File: src/hw/fsbdp_pkg.sv
// fsbdp_pkg: shared constants of the front side bus data-phase link.
// assumes a 10 MHz mclk_i at the agent end; the bus clock is mclk_i / 16.
package fsbdp_pkg;

    // ========================================================================
    // bus geometry
    localparam int DATA_W = 64;                  // data bus width
    localparam int GRP_W  = 16;                  // one slice per strobe pair
    localparam int GRPS   = 4;                   // slices on the bus
    localparam int XFERS  = 4;                   // transfers per bus clock
    localparam int LANE_W = GRP_W + 2;           // slice plus invert and parity
    localparam int RX_W   = DATA_W * XFERS;      // one bus clock of data

    // ========================================================================
    // buffering
    localparam int FIFO_W     = DATA_W + 1;      // data plus last flag
    localparam int FIFO_DEPTH = 8;
    localparam int LEVEL_W    = 4;
    localparam logic [LEVEL_W-1:0] LEVEL_GROUP = 4'h4;

    // ========================================================================
    // timing: 16 mclk phases per bus clock
    localparam int MCLK_HZ = 10_000_000;
    localparam int BUS_DIV = 16;
    localparam int BUS_HZ  = MCLK_HZ / BUS_DIV;
    localparam logic [3:0] PH_LAST      = 4'hF;
    localparam logic [3:0] PH_BCLK_HIGH = 4'h8;  // bus clock high below this
    localparam logic [3:0] PH_SLOT0     = 4'h0;  // word launch phases
    localparam logic [3:0] PH_SLOT1     = 4'h3;
    localparam logic [3:0] PH_SLOT2     = 4'h6;
    localparam logic [3:0] PH_SLOT3     = 4'h9;
    localparam logic [3:0] PH_STB_A     = 4'h1;  // strobe edge phases
    localparam logic [3:0] PH_STB_B     = 4'h4;
    localparam logic [3:0] PH_STB_C     = 4'h7;
    localparam logic [3:0] PH_STB_D     = 4'hA;
    localparam logic [3:0] PH_STB_E     = 4'hD;

    // ========================================================================
    // coding
    localparam logic [4:0] INVERT_LIMIT = 5'h08;  // invert above half of 16

    // ========================================================================
    // reset values
    // last phase: first edge after reset raises bus_clk for a full 8-phase high
    localparam logic [3:0] PH_RESET = 4'hF;

    typedef enum logic [0:0] {
        BST_IDLE   = 1'b0,
        BST_ACTIVE = 1'b1
    } fsbdp_burst_e;

endpackage

File: src/hw/fsbdp_link_if.sv
// fsbdp_link_if: the shared data-phase wires between agent and processor.
// assumes pull-ups on every active-low line; an undriven line reads high.
interface fsbdp_link_if;

    // ========================================================================
    // agent drive side
    logic                                         bus_clk;
    logic [fsbdp_pkg::DATA_W-1:0]                 data_bus_n_out;
    logic [fsbdp_pkg::GRPS-1:0]                   data_strobe_pos_n_out;
    logic [fsbdp_pkg::GRPS-1:0]                   data_strobe_neg_n_out;
    logic [fsbdp_pkg::GRPS-1:0]                   bus_invert_flag_n_out;
    logic [fsbdp_pkg::GRPS-1:0]                   data_parity_n_out;
    logic                                         data_oe;
    logic                                         data_ready_n_out;
    logic                                         data_bus_busy_n_out;
    logic                                         ctl_oe;
    logic                                         completion_a_n_out;
    logic                                         completion_oe;

    // ========================================================================
    // resolved wire levels
    logic [fsbdp_pkg::DATA_W-1:0]                 data_bus_n;
    logic [fsbdp_pkg::GRPS-1:0]                   data_strobe_pos_n;
    logic [fsbdp_pkg::GRPS-1:0]                   data_strobe_neg_n;
    logic [fsbdp_pkg::GRPS-1:0]                   bus_invert_flag_n;
    logic [fsbdp_pkg::GRPS-1:0]                   data_parity_n;
    logic                                         data_ready_n;
    logic                                         data_bus_busy_n;
    logic                                         completion_a_n;

    // pull-up when nobody drives
    assign data_bus_n        = data_oe ? data_bus_n_out : {fsbdp_pkg::DATA_W{1'b1}};
    assign data_strobe_pos_n = data_oe ? data_strobe_pos_n_out : {fsbdp_pkg::GRPS{1'b1}};
    assign data_strobe_neg_n = data_oe ? data_strobe_neg_n_out : {fsbdp_pkg::GRPS{1'b1}};
    assign bus_invert_flag_n = data_oe ? bus_invert_flag_n_out : {fsbdp_pkg::GRPS{1'b1}};
    assign data_parity_n     = data_oe ? data_parity_n_out : {fsbdp_pkg::GRPS{1'b1}};
    assign data_ready_n      = ctl_oe ? data_ready_n_out : 1'b1;
    assign data_bus_busy_n   = ctl_oe ? data_bus_busy_n_out : 1'b1;
    assign completion_a_n    = completion_oe ? completion_a_n_out : 1'b1;

    modport agent (
        output bus_clk, data_bus_n_out, data_strobe_pos_n_out, data_strobe_neg_n_out,
        output bus_invert_flag_n_out, data_parity_n_out, data_oe,
        output data_ready_n_out, data_bus_busy_n_out, ctl_oe,
        output completion_a_n_out, completion_oe
    );

    modport cpu (
        input bus_clk, data_bus_n, data_strobe_pos_n, data_strobe_neg_n,
        input bus_invert_flag_n, data_parity_n, data_ready_n, data_bus_busy_n, completion_a_n
    );

endinterface

File: src/hw/fsbdp_agent_end.sv
// fsbdp_agent_end: chipset end, makes the bus clock and drives quad-pumped
// data from an 8-word FIFO onto the link.
// assumes a 10 MHz mclk_i and the processor end on the far side of the link.

// ============================================================================
// parameterised FIFO with registered input ready
module fsbdp_fifo #(
    parameter int W = 65,
    parameter int D = 8
) (
    input  wire logic                     clk_i,
    input  wire logic                     rst_i,
    input  wire logic                     in_valid_i,
    input  wire logic [W-1:0]             in_data_i,
    output logic                          in_ready_o,
    output logic                          out_valid_o,
    output logic [W-1:0]                  out_data_o,
    input  wire logic                     out_ready_i,
    output logic [$clog2(D):0]            level_o
);

    localparam int AW = $clog2(D);

    logic [W-1:0]  mem [D];
    logic [AW-1:0] wptr;
    logic [AW-1:0] rptr;
    logic [AW:0]   count;
    logic [AW:0]   next_count;
    logic          push;
    logic          pop;

    // depth must be a power of two: pointers wrap naturally
    assign push        = in_valid_i && in_ready_o;
    assign pop         = out_ready_i && out_valid_o;
    assign next_count  = count + {{AW{1'b0}}, push} - {{AW{1'b0}}, pop};
    assign out_valid_o = count != '0;
    assign out_data_o  = mem[rptr];
    assign level_o     = count;

    // storage
    always_ff @(posedge clk_i) begin
        if (push) begin
            mem[wptr] <= in_data_i;
        end
    end

    // pointers, level and ready
    always_ff @(posedge clk_i or posedge rst_i) begin
        if (rst_i) begin
            wptr       <= '0;
            rptr       <= '0;
            count      <= '0;
            in_ready_o <= 1'b0;
        end else begin
            wptr       <= wptr + AW'(push);
            rptr       <= rptr + AW'(pop);
            count      <= next_count;
            in_ready_o <= next_count < (AW+1)'(D);
        end
    end

endmodule

// ============================================================================
// agent end top
module fsbdp_agent_end (
    input  wire logic                          mclk_i,
    input  wire logic                          rst_i,
    input  wire logic [fsbdp_pkg::DATA_W-1:0]  tx_data_i,
    input  wire logic                          tx_last_i,
    input  wire logic                          tx_valid_i,
    output logic                               tx_ready_o,
    input  wire logic                          completion_a_i,
    output logic                               busy_o,
    fsbdp_link_if.agent                        link
);

    fsbdp_pkg::fsbdp_burst_e             state;
    fsbdp_pkg::fsbdp_burst_e             next_state;
    logic [3:0]                          ph;
    logic                                send;
    logic                                next_send;
    logic                                last_seen;
    logic                                at_slot;
    logic                                pop;
    logic                                fifo_valid;
    logic [fsbdp_pkg::FIFO_W-1:0]        fifo_data;
    logic [fsbdp_pkg::LEVEL_W-1:0]       level;

    // slice coding: {invert, sent slice}
    function automatic logic [fsbdp_pkg::GRP_W:0] encode(input logic [fsbdp_pkg::GRP_W-1:0] d);
        logic [4:0] ones;
        ones = '0;
        for (int i = 0; i < fsbdp_pkg::GRP_W; i++) begin
            ones = ones + {4'h0, d[i]};
        end
        if (ones > fsbdp_pkg::INVERT_LIMIT) begin
            encode = {1'b1, ~d};
        end else begin
            encode = {1'b0, d};
        end
    endfunction

    // ========================================================================
    // transmit buffer
    fsbdp_fifo #(.W(fsbdp_pkg::FIFO_W), .D(fsbdp_pkg::FIFO_DEPTH)) u_fifo (
        .clk_i       (mclk_i),
        .rst_i       (rst_i),
        .in_valid_i  (tx_valid_i),
        .in_data_i   ({tx_last_i, tx_data_i}),
        .in_ready_o  (tx_ready_o),
        .out_valid_o (fifo_valid),
        .out_data_o  (fifo_data),
        .out_ready_i (pop),
        .level_o     (level)
    );

    // ========================================================================
    // bus clock divider: 16 mclk phases per bus clock
    always_ff @(posedge mclk_i or posedge rst_i) begin
        if (rst_i) begin
            ph           <= fsbdp_pkg::PH_RESET;
            link.bus_clk <= 1'b0;
        end else begin
            ph           <= ph + 4'h1;
            link.bus_clk <= (ph == fsbdp_pkg::PH_LAST) || ((ph + 4'h1) < fsbdp_pkg::PH_BCLK_HIGH);
        end
    end

    // ========================================================================
    // burst control, decided once per bus clock at phase 0
    always_comb begin
        next_state = state;
        next_send  = 1'b0;
        case (state)
            fsbdp_pkg::BST_IDLE: begin
                if (level >= fsbdp_pkg::LEVEL_GROUP) begin
                    next_state = fsbdp_pkg::BST_ACTIVE;
                    next_send  = 1'b1;
                end
            end
            fsbdp_pkg::BST_ACTIVE: begin
                if (last_seen) begin
                    next_state = fsbdp_pkg::BST_IDLE;
                end else begin
                    next_send = level >= fsbdp_pkg::LEVEL_GROUP;
                end
            end
            default: begin
                next_state = fsbdp_pkg::BST_IDLE;
            end
        endcase
    end

    // word launch slots within a data clock
    assign at_slot = (ph == fsbdp_pkg::PH_SLOT0 && next_send) ||
                     (send && (ph == fsbdp_pkg::PH_SLOT1 || ph == fsbdp_pkg::PH_SLOT2 ||
                               ph == fsbdp_pkg::PH_SLOT3));
    assign pop     = at_slot && fifo_valid;

    // state, handshakes and enables at the bus clock boundary
    always_ff @(posedge mclk_i or posedge rst_i) begin
        if (rst_i) begin
            state                    <= fsbdp_pkg::BST_IDLE;
            send                     <= 1'b0;
            busy_o                   <= 1'b0;
            link.data_ready_n_out    <= 1'b1;
            link.data_bus_busy_n_out <= 1'b1;
            link.ctl_oe              <= 1'b0;
            link.data_oe             <= 1'b0;
        end else if (ph == fsbdp_pkg::PH_SLOT0) begin
            state                    <= next_state;
            send                     <= next_send;
            busy_o                   <= next_state == fsbdp_pkg::BST_ACTIVE;
            link.data_ready_n_out    <= !next_send;
            link.data_bus_busy_n_out <= next_state != fsbdp_pkg::BST_ACTIVE;
            link.ctl_oe              <= next_state == fsbdp_pkg::BST_ACTIVE;
            link.data_oe             <= next_state == fsbdp_pkg::BST_ACTIVE;
        end
    end

    // end of burst: last flag on the fourth word of a clock
    always_ff @(posedge mclk_i or posedge rst_i) begin
        if (rst_i) begin
            last_seen <= 1'b0;
        end else if (ph == fsbdp_pkg::PH_SLOT0) begin
            last_seen <= 1'b0;
        end else if (pop && ph == fsbdp_pkg::PH_SLOT3) begin
            last_seen <= fifo_data[fsbdp_pkg::DATA_W];
        end
    end

    // ========================================================================
    // data, inversion and parity per slice, one word per slot
    always_ff @(posedge mclk_i or posedge rst_i) begin
        if (rst_i) begin
            link.data_bus_n_out        <= {fsbdp_pkg::DATA_W{1'b1}};
            link.bus_invert_flag_n_out <= {fsbdp_pkg::GRPS{1'b1}};
            link.data_parity_n_out     <= {fsbdp_pkg::GRPS{1'b1}};
        end else if (pop) begin
            for (int g = 0; g < fsbdp_pkg::GRPS; g++) begin
                logic [fsbdp_pkg::GRP_W:0] c;
                c = encode(fifo_data[g*fsbdp_pkg::GRP_W +: fsbdp_pkg::GRP_W]);
                link.data_bus_n_out[g*fsbdp_pkg::GRP_W +: fsbdp_pkg::GRP_W] <= ~c[fsbdp_pkg::GRP_W-1:0];
                link.bus_invert_flag_n_out[g] <= !c[fsbdp_pkg::GRP_W];
                link.data_parity_n_out[g]     <= !(^c[fsbdp_pkg::GRP_W-1:0]);
            end
        end
    end

    // strobes: positive falls mid transfer 0 and 2, negative mid 1 and 3
    always_ff @(posedge mclk_i or posedge rst_i) begin
        if (rst_i) begin
            link.data_strobe_pos_n_out <= {fsbdp_pkg::GRPS{1'b1}};
            link.data_strobe_neg_n_out <= {fsbdp_pkg::GRPS{1'b1}};
        end else if (send) begin
            if (ph == fsbdp_pkg::PH_STB_A || ph == fsbdp_pkg::PH_STB_C) begin
                link.data_strobe_pos_n_out <= {fsbdp_pkg::GRPS{1'b0}};
            end else if (ph == fsbdp_pkg::PH_STB_B || ph == fsbdp_pkg::PH_STB_D) begin
                link.data_strobe_pos_n_out <= {fsbdp_pkg::GRPS{1'b1}};
            end
            if (ph == fsbdp_pkg::PH_STB_B || ph == fsbdp_pkg::PH_STB_D) begin
                link.data_strobe_neg_n_out <= {fsbdp_pkg::GRPS{1'b0}};
            end else if (ph == fsbdp_pkg::PH_STB_C || ph == fsbdp_pkg::PH_STB_E) begin
                link.data_strobe_neg_n_out <= {fsbdp_pkg::GRPS{1'b1}};
            end
        end
    end

    // ========================================================================
    // completion_a indication, driven only while asserted
    always_ff @(posedge mclk_i or posedge rst_i) begin
        if (rst_i) begin
            link.completion_a_n_out <= 1'b1;
            link.completion_oe      <= 1'b0;
        end else begin
            link.completion_a_n_out <= !completion_a_i;
            link.completion_oe      <= completion_a_i;
        end
    end

endmodule

File: src/flat_wrapper.sv
// flat-port wrapper written by rule: the top's interface ports become plain ports
module fsbdp_agent_end_flat 
  (mclk_i, rst_i, tx_data_i, tx_last_i, tx_valid_i, tx_ready_o, completion_a_i, busy_o, link_bus_clk, link_data_bus_n_out, link_data_strobe_pos_n_out, link_data_strobe_neg_n_out, link_bus_invert_flag_n_out, link_data_parity_n_out, link_data_oe, link_data_ready_n_out, link_data_bus_busy_n_out, link_ctl_oe, link_completion_a_n_out, link_completion_oe);
  fsbdp_link_if link_i ();
  input  wire logic mclk_i;
  input  wire logic rst_i;
  input  wire logic [fsbdp_pkg::DATA_W-1:0] tx_data_i;
  input  wire logic tx_last_i;
  input  wire logic tx_valid_i;
  output logic tx_ready_o;
  input  wire logic completion_a_i;
  output logic busy_o;
  output wire logic [$bits(link_i.bus_clk)-1:0] link_bus_clk;
  output wire logic [$bits(link_i.data_bus_n_out)-1:0] link_data_bus_n_out;
  output wire logic [$bits(link_i.data_strobe_pos_n_out)-1:0] link_data_strobe_pos_n_out;
  output wire logic [$bits(link_i.data_strobe_neg_n_out)-1:0] link_data_strobe_neg_n_out;
  output wire logic [$bits(link_i.bus_invert_flag_n_out)-1:0] link_bus_invert_flag_n_out;
  output wire logic [$bits(link_i.data_parity_n_out)-1:0] link_data_parity_n_out;
  output wire logic [$bits(link_i.data_oe)-1:0] link_data_oe;
  output wire logic [$bits(link_i.data_ready_n_out)-1:0] link_data_ready_n_out;
  output wire logic [$bits(link_i.data_bus_busy_n_out)-1:0] link_data_bus_busy_n_out;
  output wire logic [$bits(link_i.ctl_oe)-1:0] link_ctl_oe;
  output wire logic [$bits(link_i.completion_a_n_out)-1:0] link_completion_a_n_out;
  output wire logic [$bits(link_i.completion_oe)-1:0] link_completion_oe;
  assign link_bus_clk = link_i.bus_clk;
  assign link_data_bus_n_out = link_i.data_bus_n_out;
  assign link_data_strobe_pos_n_out = link_i.data_strobe_pos_n_out;
  assign link_data_strobe_neg_n_out = link_i.data_strobe_neg_n_out;
  assign link_bus_invert_flag_n_out = link_i.bus_invert_flag_n_out;
  assign link_data_parity_n_out = link_i.data_parity_n_out;
  assign link_data_oe = link_i.data_oe;
  assign link_data_ready_n_out = link_i.data_ready_n_out;
  assign link_data_bus_busy_n_out = link_i.data_bus_busy_n_out;
  assign link_ctl_oe = link_i.ctl_oe;
  assign link_completion_a_n_out = link_i.completion_a_n_out;
  assign link_completion_oe = link_i.completion_oe;
  fsbdp_agent_end u_core (.mclk_i(mclk_i), .rst_i(rst_i), .tx_data_i(tx_data_i), .tx_last_i(tx_last_i), .tx_valid_i(tx_valid_i), .tx_ready_o(tx_ready_o), .completion_a_i(completion_a_i), .busy_o(busy_o), .link(link_i));
endmodule
File: config.mk
export PLATFORM = sky130hd
export DESIGN_NAME = fsbdp_agent_end_flat
export DESIGN_NICKNAME = d
export VERILOG_FILES = /design/src/hw/fsbdp_pkg.sv /design/src/hw/fsbdp_link_if.sv /design/src/hw/fsbdp_agent_end.sv /design/src/flat_wrapper.sv
export SDC_FILE = /design/constraint.sdc
export NUM_CORES = 1
export LEC_CHECK = 0
export ABC_AREA = 1
export BUFFER_PORTS_ARGS = -buffer_cell sky130_fd_sc_hd__buf_2
export CAP_MARGIN = 20
export CORE_MARGIN = 4
export CORE_UTILIZATION = 50
export DETAILED_ROUTE_END_ITERATION = 16
export PLACE_DENSITY = 0.67
export SYNTH_ARGS = -nofsm -noshare
export SYNTH_HDL_FRONTEND = slang
export SYNTH_SLANG_ARGS = --single-unit
File: constraint.sdc
create_clock -name mclk_i -period 7.64 [get_ports mclk_i]
set_input_delay 0.764 -clock mclk_i [delete_from_list [all_inputs] [get_ports mclk_i]]
set_output_delay 0.764 -clock mclk_i [all_outputs]
set_load 0.01 [all_outputs]
## Yosys cells after proc, flatten, opt, wreduce, memory -nomap -nowiden

Memories as Yosys holds them, arrays and structs flattened.
Index checks and enable logic that the tools add are counted.

| word-level totals | value |
|---|---|
| register bits | 103 |
| memories kept | 1 |
| input port bits | 69 |
| RAM bits | 520 |

| cells by class | value |
|---|---|
| bitwise gates (word level) | 10 |
| multiplexer cells | 21 |
| eq/ne operators | 9 |
| reductions and logical operators | 34 |
| magnitude comparators | 7 |
| add/subtract/negate cells | 65 |

Memories:

| name | words | bits a word | read ports | clocked after Yosys merged registers in | write ports | RTL line | RTL |
|---|---|---|---|---|---|---|---|
| u_core.u_fifo.mem | 8 | 65 | 1 | 0 | 1 | fsbdp_agent_end.sv:24 | `logic [W-1:0] mem [D];` |

Operator list:

| cell | number |
|---|---|
| adder 5 x 1 -> 5 bit | 56 |
| two-way mux 17 bit | 8 |
| NOT 16 bit | 8 |
| XOR reduction 16 bit | 4 |
| greater-than comparator 5 x 4 -> 1 bit (second input constant) | 4 |
| equality test 4 bit (second input constant) | 4 |
| two-way mux 4 bit | 4 |
| equality test 4 x 3 -> 1 bit (second input constant) | 3 |
| zero test 1 bit | 10 |
| adder 1 x 1 -> 2 bit | 4 |
| < comparator 4 bit (second input constant) | 2 |
| logical OR 1 bit | 7 |
| two-way mux 1 bit | 7 |
| adder 3 x 1 -> 3 bit | 2 |
| logical AND 1 bit | 6 |
| nonzero test 2 bit | 3 |
| adder 4 x 1 -> 4 bit | 1 |
| adder 4 x 1 -> 4 bit (second input constant) | 1 |
| equality test 4 x 1 -> 1 bit (second input constant) | 1 |
| equality test 4 x 2 -> 1 bit (second input constant) | 1 |
| >= comparator 4 x 3 -> 1 bit (second input constant) | 1 |
| zero test 4 bit | 1 |
| case mux 1 bit (2 select lines) | 2 |
| AND reduction 2 bit | 2 |
| other kinds (3) | 4 |

## Depth between registers and ports, before layout

Gate-level depths: netlist of the first run.
An unclocked memory read counts as a cell.

| logic depth | value |
|---|---|
| depth in word-level cells | 21 |
| gate-level depth with buffers | 26 |
| mapped depth without buffers | 22 |

## Modules after synthesis

A second synthesis of the first run with hierarchy kept.

| unflattened totals | value |
|---|---|
| cell total of the unflattened synthesis | 3413 |
| area, all modules | 30646.9 um^2 |

Modules (own cells, without submodules):

| module | sequential area each (um^2) | cells an instance | instances | area each (um^2) |
|---|---|---|---|---|
| fsbdp_fifo | 15890.2 | 2310 | 1 | 23173.5 |
| fsbdp_agent_end | 2253.4 | 1103 | 1 | 7473.4 |

## Worst setup path after synthesis of the first run

No wires, ideal clock.

| timing | value |
|---|---|
| kind | register -> register |
| start | register u_core.u_fifo.rptr[0] |
| end | register u_core.link.data_bus_n_out[50] |
| cell stages (with the launch flop) | 27 |
| data arrival time | 5.833 ns |
| path slack | 1.729 ns |
| period minus slack after synthesis | 5.911 ns |
| setup time | 0.079 ns |
| cell sequence | dfrtp_1 > buf_4 > buf_8 > buf_8 > buf_6 > buf_2 > nor2_1 > o22ai_1 > nand2_1 > nand2_1 > ha_1 > fa_1 > fa_1 > inv_1 > fa_1 > inv_1 > fa_1 > inv_1 > fa_1 > fa_1 > xor2_1 > nand3_1 > nand2_1 > o211ai_2 > buf_2 > xor2_1 > o21ai_0 |

| on the way | value |
|---|---|
| word-level cells in the longest chain between the ends | 20 |

Ends and longest elaborated chain:

| element | RTL line | RTL |
|---|---|---|
| start, declared | fsbdp_agent_end.sv:26 | `logic [AW-1:0] rptr;` |
| start signal, assigned | fsbdp_agent_end.sv:56 | `rptr <= rptr + AW'(pop);` |
| memory (8 x 65 bit) (*) | n/a |  |
| adder 1 x 1 -> 2 bit | fsbdp_agent_end.sv:95 | `ones = ones + {4'h0, d[i]};` |
| adder 5 x 1 -> 5 bit (14 in series) | fsbdp_agent_end.sv:95 |  |
| greater-than comparator 5 x 4 -> 1 bit | fsbdp_agent_end.sv:97 | `if (ones > fsbdp_pkg::INVERT_LIMIT) begin` |
| two-way mux 17 bit (*) | fsbdp_agent_end.sv:97 |  |
| two-way mux 17 bit (*) | fsbdp_agent_end.sv:200 | `end else if (pop) begin` |
| NOT 16 bit (*) | fsbdp_agent_end.sv:204 | `link.data_bus_n_out[g*fsbdp_pkg::GRP_W +: fsbdp_pkg::GRP_W] <= ~c[fsbdp_pkg::GRP_W-1:0];` |
| end signal, assigned | fsbdp_agent_end.sv:197 | `link.data_bus_n_out <= {fsbdp_pkg::DATA_W{1'b1}};` |
| end signal, assigned by index | fsbdp_agent_end.sv:204 |  |
| end, declared | fsbdp_link_if.sv:42 | `output bus_clk, data_bus_n_out, data_strobe_pos_n_out, data_strobe_neg_n_out,` |

Mark *: on every way between the ends. The rest lies on a longest branch, timed or not. The select of a mux whose other input is x is not followed.
A chain may end at the register's enable or synchronous reset.

## Final worst setup path of the first run

| timing | value |
|---|---|
| start | register u_core.u_fifo.rptr[0] |
| end | register u_core.link.data_bus_n_out[41] |

Same word-level chain as after synthesis.

==> results.json, run 1 <==
{
  "ctsHoldBuffers": 0,
  "ys_ff_latch": 617,
  "period_minus_slack_ns": 6.76,
  "slew_violations": 0,
  "routed_wl_um": 71600,
  "grtUsageTotal_pct": 23.3,
  "required_ns": 8.18,
  "wl_met2_um": 34300,
  "start_util_pct": 50.9,
  "r2r_slack_ns": 0.88,
  "cts_tree": "yes",
  "insertion_delay_ns": 0.63,
  "clock_skew_ns": 0.0196,
  "clockBufferDepth": 3,
  "arrival_ns": 7.30,
  "finalSetupTns_ns": 0,
  "io_pins": 158,
  "syn_area_per_cell_um2": 10.3,
  "yosysTopAreaCell": "edfxtp_1",
  "crit_type": "reg2reg",
  "final-hold-violation-count": 0,
  "grt_max_degree": 135,
  "multi_input_area_um2": 8710,
  "synth_nets": 2954,
  "dr_wl_met3_um": 5340,
  "post_drt_wl_per_cell_um": 19.1,
  "postCtsSetupBuffers": 0,
  "worstMarginPinSlew_ns": 1.07,
  "ys_warn_count": 0,
  "die_w_um": 248,
  "viasPerCell": 5.27,
  "rsz0062_at_grt": "false",
  "drtPass1Iterations": 5,
  "vias": 19700,
  "synthTopCellsByArea": "edfxtp_1, nand2_1, dfstp_2, nand3_1, inv_1",
  "remaining_drc_errors": 0,
  "reg2reg_to": "u_core.link.data_bus_n_out[41]$_DFFE_PP1P_",
  "clockRootBuffer": "clkbuf_16",
  "first_iter_violations": 1507,
  "drive_above_1_share_pct": 13.5,
  "netlist.area_leader.share_pct": 54.1,
  "clock-sinks": 617,
  "seq_area_um2": 18200,
  "syn_area_um2": 28900,
  "cts_buffers": 61,
  "slew-limit-headroom_pct": 28.4,
  "fp.coreArea_um2": 56700,
  "fill_cells": 4646,
  "grt_pass1_wl_um": 110000,
  "path_clk_slew_ns": 0.06,
  "cap_viol_max_count": 0,
  "setup_violations": 0,
  "ys_types": 41,
  "fmax_mhz": 148,
  "finalCritPeriodShare_pct": 88.5,
  "synth.yosys.seq_area_share_pct": 62.9,
  "port_buffers": 157,
  "syn_inst": 2806,
  "areaGrowthSynthToFinish_pct": 11.3,
  "cp-start-kind": "flop",
  "ctsResizeCount": 0,
  "antenna_found_initial": 19,
  "r2r_start": "u_core.u_fifo.rptr[0]$_DFF_PP0_",
  "die_h_um": 248,
  "gp_congestion": 0.839,
  "num_rows": 87,
  "hold_class": "in2async",
  "nets": 3077,
  "dieArea_um2": 61600,
  "top_layer_used": "met5",
  "path_max_fanout": 67,
  "antenna_left": 0,
  "grt-ovfl-total": 0,
  "worstRegToRegCells": 22,
  "end_kind": "flop",
  "dpl.hpwl_um": 44300,
  "status": "complete, no violations",
  "cts_max_level": 2,
  "first_global_vias": 19100,
  "drt-met1-wl_um": 29700
}
==> critical path, stage by stage (launching register included) <==
cell	delay, ns
dfrtp_4	0.72
inv_6	0.48
buf_4	0.44
nand2_1	0.09
nand3_1	0.09
nand2_1	0.08
nand2_1	0.06
nand2_1	0.20
fa_1	0.54
fa_1	0.49
inv_1	0.06
fa_1	0.54
inv_1	0.06
fa_1	0.53
inv_1	0.05
fa_1	0.45
fa_1	0.44
xor2_1	0.16
nand3_1	0.08
nand2_1	0.08
o211ai_2	0.43
xor2_1	0.31
o21ai_0	0.22
==> synthesized netlist by cell type <==
master / number
a211oi_1: 1
a21oi_1: 7
a31oi_1: 1
a32oi_4: 1
and3_1: 1
buf_1: 9
buf_2: 52
buf_4: 29
buf_6: 17
buf_8: 2
clkbuf_1: 25
clkinv_2: 1
dfrtp_1: 16
dfstp_2: 81
edfxtp_1: 520
fa_1: 41
ha_1: 38
inv_1: 317
inv_2: 13
nand2_1: 942
nand2_2: 1
nand3_1: 262
nand3_2: 1
nand3b_1: 3
nor2_1: 116
nor2_2: 1
nor2_4: 1
nor2_8: 1
nor3_1: 1
o211ai_1: 1
o211ai_2: 3
o21a_1: 2
o21ai_0: 138
o21ai_1: 45
o21ai_2: 2
o21bai_1: 1
o221ai_1: 1
o22ai_1: 33
or2_2: 2
xnor2_1: 1
xor2_1: 76
==> worst max-delay path by stage <==
| stage | start | to | slack, ns | depth (start not counted) |
|---|---|---|---|---|
| 2_1_floorplan | u_core.u_fifo.rptr[0]$_DFF_PP0_ | u_core.link.data_bus_n_out[50]$_DFFE_PP1P_ | 1.73 | 26 |
| 3_3_place_gp | u_core.u_fifo.rptr[0]$_DFF_PP0_ | u_core.link.data_bus_n_out[57]$_DFFE_PP1P_ | 0.88 | 18 |
| 3_5_place_dp | u_core.u_fifo.rptr[0]$_DFF_PP0_ | u_core.link.data_bus_n_out[10]$_DFFE_PP1P_ | 0.90 | 23 |
| 4_1_cts | u_core.u_fifo.rptr[0]$_DFF_PP0_ | u_core.link.data_bus_n_out[10]$_DFFE_PP1P_ | 0.87 | 23 |
| 5_1_grt | u_core.u_fifo.rptr[0]$_DFF_PP0_ | u_core.link.data_bus_n_out[41]$_DFFE_PP1P_ | 0.47 | 23 |
| 6_report | u_core.u_fifo.rptr[0]$_DFF_PP0_ | u_core.link.data_bus_n_out[41]$_DFFE_PP1P_ | 0.88 | 22 |
==> routing by layer <==
| metal | GRT usage, % | vias up |
|---|---|---|
| met5 | 0 | - |
| met4 | 7.09 | 14 |
| met3 | 4.29 | 136 |
| met2 | 38.8 | 679 |
| met1 | 31.4 | 9512 |
| li1 | - | 9390 |
==> through the flow <==
step	utilization (%)	cells	setup slack, ns	cell area, µm²	hold WS [ns]
floorplan	-	2806	1.73	28900	0.473
global placement	53.2	3620	0.883	30100	0.457
detailed placement	53.2	3621	0.899	30200	0.464
CTS	56.6	3734	0.872	32100	0.110
global route	56.6	3737	0.474	32100	0.143
finish	56.7	3742	0.881	32100	0.130
==> cells by family after synthesis <==
family	after synthesis	share of synthesized area [%]
adder cells (fa/ha/maj)	79	4.49
AND/OR/NAND/NOR	1332	18.7
flip-flops	617	62.9
buffers and inverters	465	7.18
AO/OA/AOI/OAI	236	4.48
XOR/XNOR	77	2.34
==> placed cells by master (no fill, tap or decap), types with 2 or more instances in the layout <==
cell type / count
nand2_1: 942
edfxtp_1: 520
inv_1: 315
nand3_1: 262
buf_2: 157
o21ai_0: 138
nor2_1: 108
dfstp_2: 81
xor2_1: 76
clkbuf_16: 63
o21ai_1: 45
fa_1: 41
ha_1: 38
o22ai_1: 33
buf_4: 32
clkbuf_1: 22
dfrtp_1: 13
inv_2: 12
clkinv_2: 10
nor2_4: 9
clkbuf_8: 9
diode_2: 7
a21oi_1: 7
inv_6: 3
o211ai_2: 3
nand3b_1: 3
clkinv_1: 3
buf_12: 3
dfrtp_4: 3
inv_4: 2
o21ai_2: 2
or2_2: 2
o21a_1: 2
bufinv_16: 2
clkinvlp_4: 2
buf_8: 2
==> area by class of cell <==
class	instances	share of cell area (%)
clock buffers	94	5.55
flip-flops and latches	617	56.5
repair buffers	194	3.47
multi-input cells	1724	27.1
clock inverters	19	0.491
inverters	331	3.90
well taps	756	2.94
diodes	7	0.0545
==> sequential cells by signal (all words and copies together) (netlist names), 3 cells and up <==
signal                             cells
u_core.u_fifo.mem                    520
u_core.link.bus_invert_flag_n_out      4
u_core.ph                              4
u_core.link.data_parity_n_out          4
u_core.u_fifo.level_o                  4
u_core.u_fifo.rptr                     3
u_core.link.data_bus_n_out            64
u_core.u_fifo.wptr                     3
Power of run 1 is left out: the tool's default activity adds up to more than one toggle a clock period on the data nets, which glitch-free logic cannot reach.
==> run 2, diff against run 1 <==
- BUFFER_PORTS_ARGS: -buffer_cell sky130_fd_sc_hd__buf_2 -> unset
- DONT_BUFFER_PORTS: unset -> 1
- PLACE_DENSITY: 0.67 -> unset
==> run 2 against run 1 <==
Compared with the run above: sequential share of layout area up 0.86 points; core utilization decreased by 0.85 points; first-iteration DRC count decreased by 1.9%; count of clock-buffer cells in the layout down 1; sequential cell count is the same; highest routed layer is now met4.
==> results.json, run 2 (same netlist as run 1, synthesis figures left out) <==
{
  "status": "complete, no violations",
  "drive_above_1_share_pct": 8.80,
  "arrival_ns": 7.15,
  "remaining_drc_errors": 0,
  "cap_viol_max_count": 0,
  "nets": 2928,
  "dpl.hpwl_um": 45000,
  "viasPerCell": 5.33,
  "path_clk_slew_ns": 0.06,
  "post_drt_wl_per_cell_um": 20.5,
  "clockRootBuffer": "clkbuf_16",
  "crit_type": "reg2reg",
  "routed_wl_um": 73400,
  "seq_area_um2": 18200,
  "grt_max_degree": 105,
  "slew-limit-headroom_pct": 29.9,
  "grt_pass1_wl_um": 111000,
  "fmax_mhz": 150,
  "fill_cells": 4798,
  "drtPass1Iterations": 7,
  "period_minus_slack_ns": 6.68,
  "die_w_um": 248,
  "grtUsageTotal_pct": 23.9,
  "gp_congestion": 0.828,
  "crit_family": "adder cells",
  "path_max_fanout": 44,
  "largest_reg_flops": 520,
  "clock-sinks": 617,
  "hold_class": "in2async",
  "critPathBufInv": 5,
  "path_cells": "buf_4, o21ai_0, o22ai_1, nand2_1, nand2_1, ha_1, fa_1, fa_1, inv_1, fa_1, inv_1, fa_1, inv_1, fa_1, fa_1, o211ai_2, buf_4, xor2_1, o21ai_0",
  "cp_common_cell": "fa_1",
  "fin_util_pct": 55.8,
  "first_iter_violations": 1478,
  "largestRegisters": "u_core.u_fifo.mem x520, u_core.link.data_bus_n_out x64",
  "io_pins": 158,
  "num_rows": 87,
  "cts_tree": "yes",
  "final_common_cell": "nand2_1",
  "port_buffers": 0,
  "cp-start-kind": "flop",
  "final-hold-violation-count": 0,
  "antenna_left": 0,
  "multi_input_area_um2": 8710,
  "dieArea_um2": 61600,
  "cts_buffers": 67,
  "die_h_um": 248,
  "clockBufferDepth": 3,
  "worstMarginPinSlew_ns": 1.05,
  "regMostFlops": "u_core.u_fifo.mem",
  "ctsResizeCount": 0,
  "clock_skew_ns": 0.0144,
  "slowest_delay_ns": 0.85,
  "finalSetupTns_ns": 0,
  "insertion_delay_ns": 0.59,
  "cts_max_level": 3,
  "layout_common_cells": "nand2_1, edfxtp_1, inv_1",
  "required_ns": 8.11,
  "vias": 19100,
  "areaGrowthSynthToFinish_pct": 9.67,
  "end_kind": "flop",
  "finalCritPeriodShare_pct": 87.4,
  "rsz0062_at_grt": "false",
  "fp.coreArea_um2": 56700,
  "whs_ns": 0.0726,
  "antenna_found_initial": 1,
  "postCtsSetupBuffers": 0,
  "crit_slowest_cell": "o211ai_2",
  "start_util_pct": 50.9,
  "slew_violations": 0,
  "grt-ovfl-total": 0,
  "ctsHoldBuffers": 0,
  "setup_violations": 0,
  "first_global_vias": 18500
}
==> run 2: path summary, 6_finish.rpt <==
kind                                                         startpoint                                           end  slack, ns  cells after the start
min in group mclk_i                                      completion_a_i      u_core.link.completion_a_n_out$_DFF_PP1_       0.20                      1
hold / removal                                                    rst_i                 u_core.link.bus_clk$_DFF_PP0_       0.07                      1
setup reg to reg                        u_core.u_fifo.rptr[0]$_DFF_PP0_    u_core.link.data_bus_n_out[63]$_DFFE_PP1P_       0.96                     19
setup / recovery                        u_core.u_fifo.rptr[0]$_DFF_PP0_    u_core.link.data_bus_n_out[63]$_DFFE_PP1P_       0.96                     19
hold reg to reg            u_core.link.data_parity_n_out[0]$_DFFE_PP1P_  u_core.link.data_parity_n_out[0]$_DFFE_PP1P_       0.50                      2
max in group asynchronous                                         rst_i               u_core.u_fifo.rptr[1]$_DFF_PP0_       6.25                      2
==> run 2: area by class of cell <==
cell class              instances  area share, %
flip-flops and latches        617           57.4
multi-input cells            1724           27.5
clock buffers                  93           6.17
inverters                     331           3.97
well taps                     756           2.99
repair buffers                 39           1.29
clock inverters                27          0.716
diodes                          1        0.00791
==> run 2: metrics by stage <==
step	worst slack (ns)	cells	cell area (µm²)
2_1_floorplan	1.73	2806	28900
3_3_place_gp	1.07	3465	29400
3_5_place_dp	0.951	3466	29500
4_1_cts	0.897	3586	31600
5_1_grt	0.606	3587	31600
6_report	0.959	3588	31700
==> run 2: routing by layer <==
metal  share of wire, %  track usage (%)  up-vias
li1                   -                -     9112
met1                 42             31.6     9333
met2                 49             40.3      568
met3                6.6             4.91      108
met4                2.3             6.93        0
met5                  0                0        -
Power of run 2 is left out for the same reason.
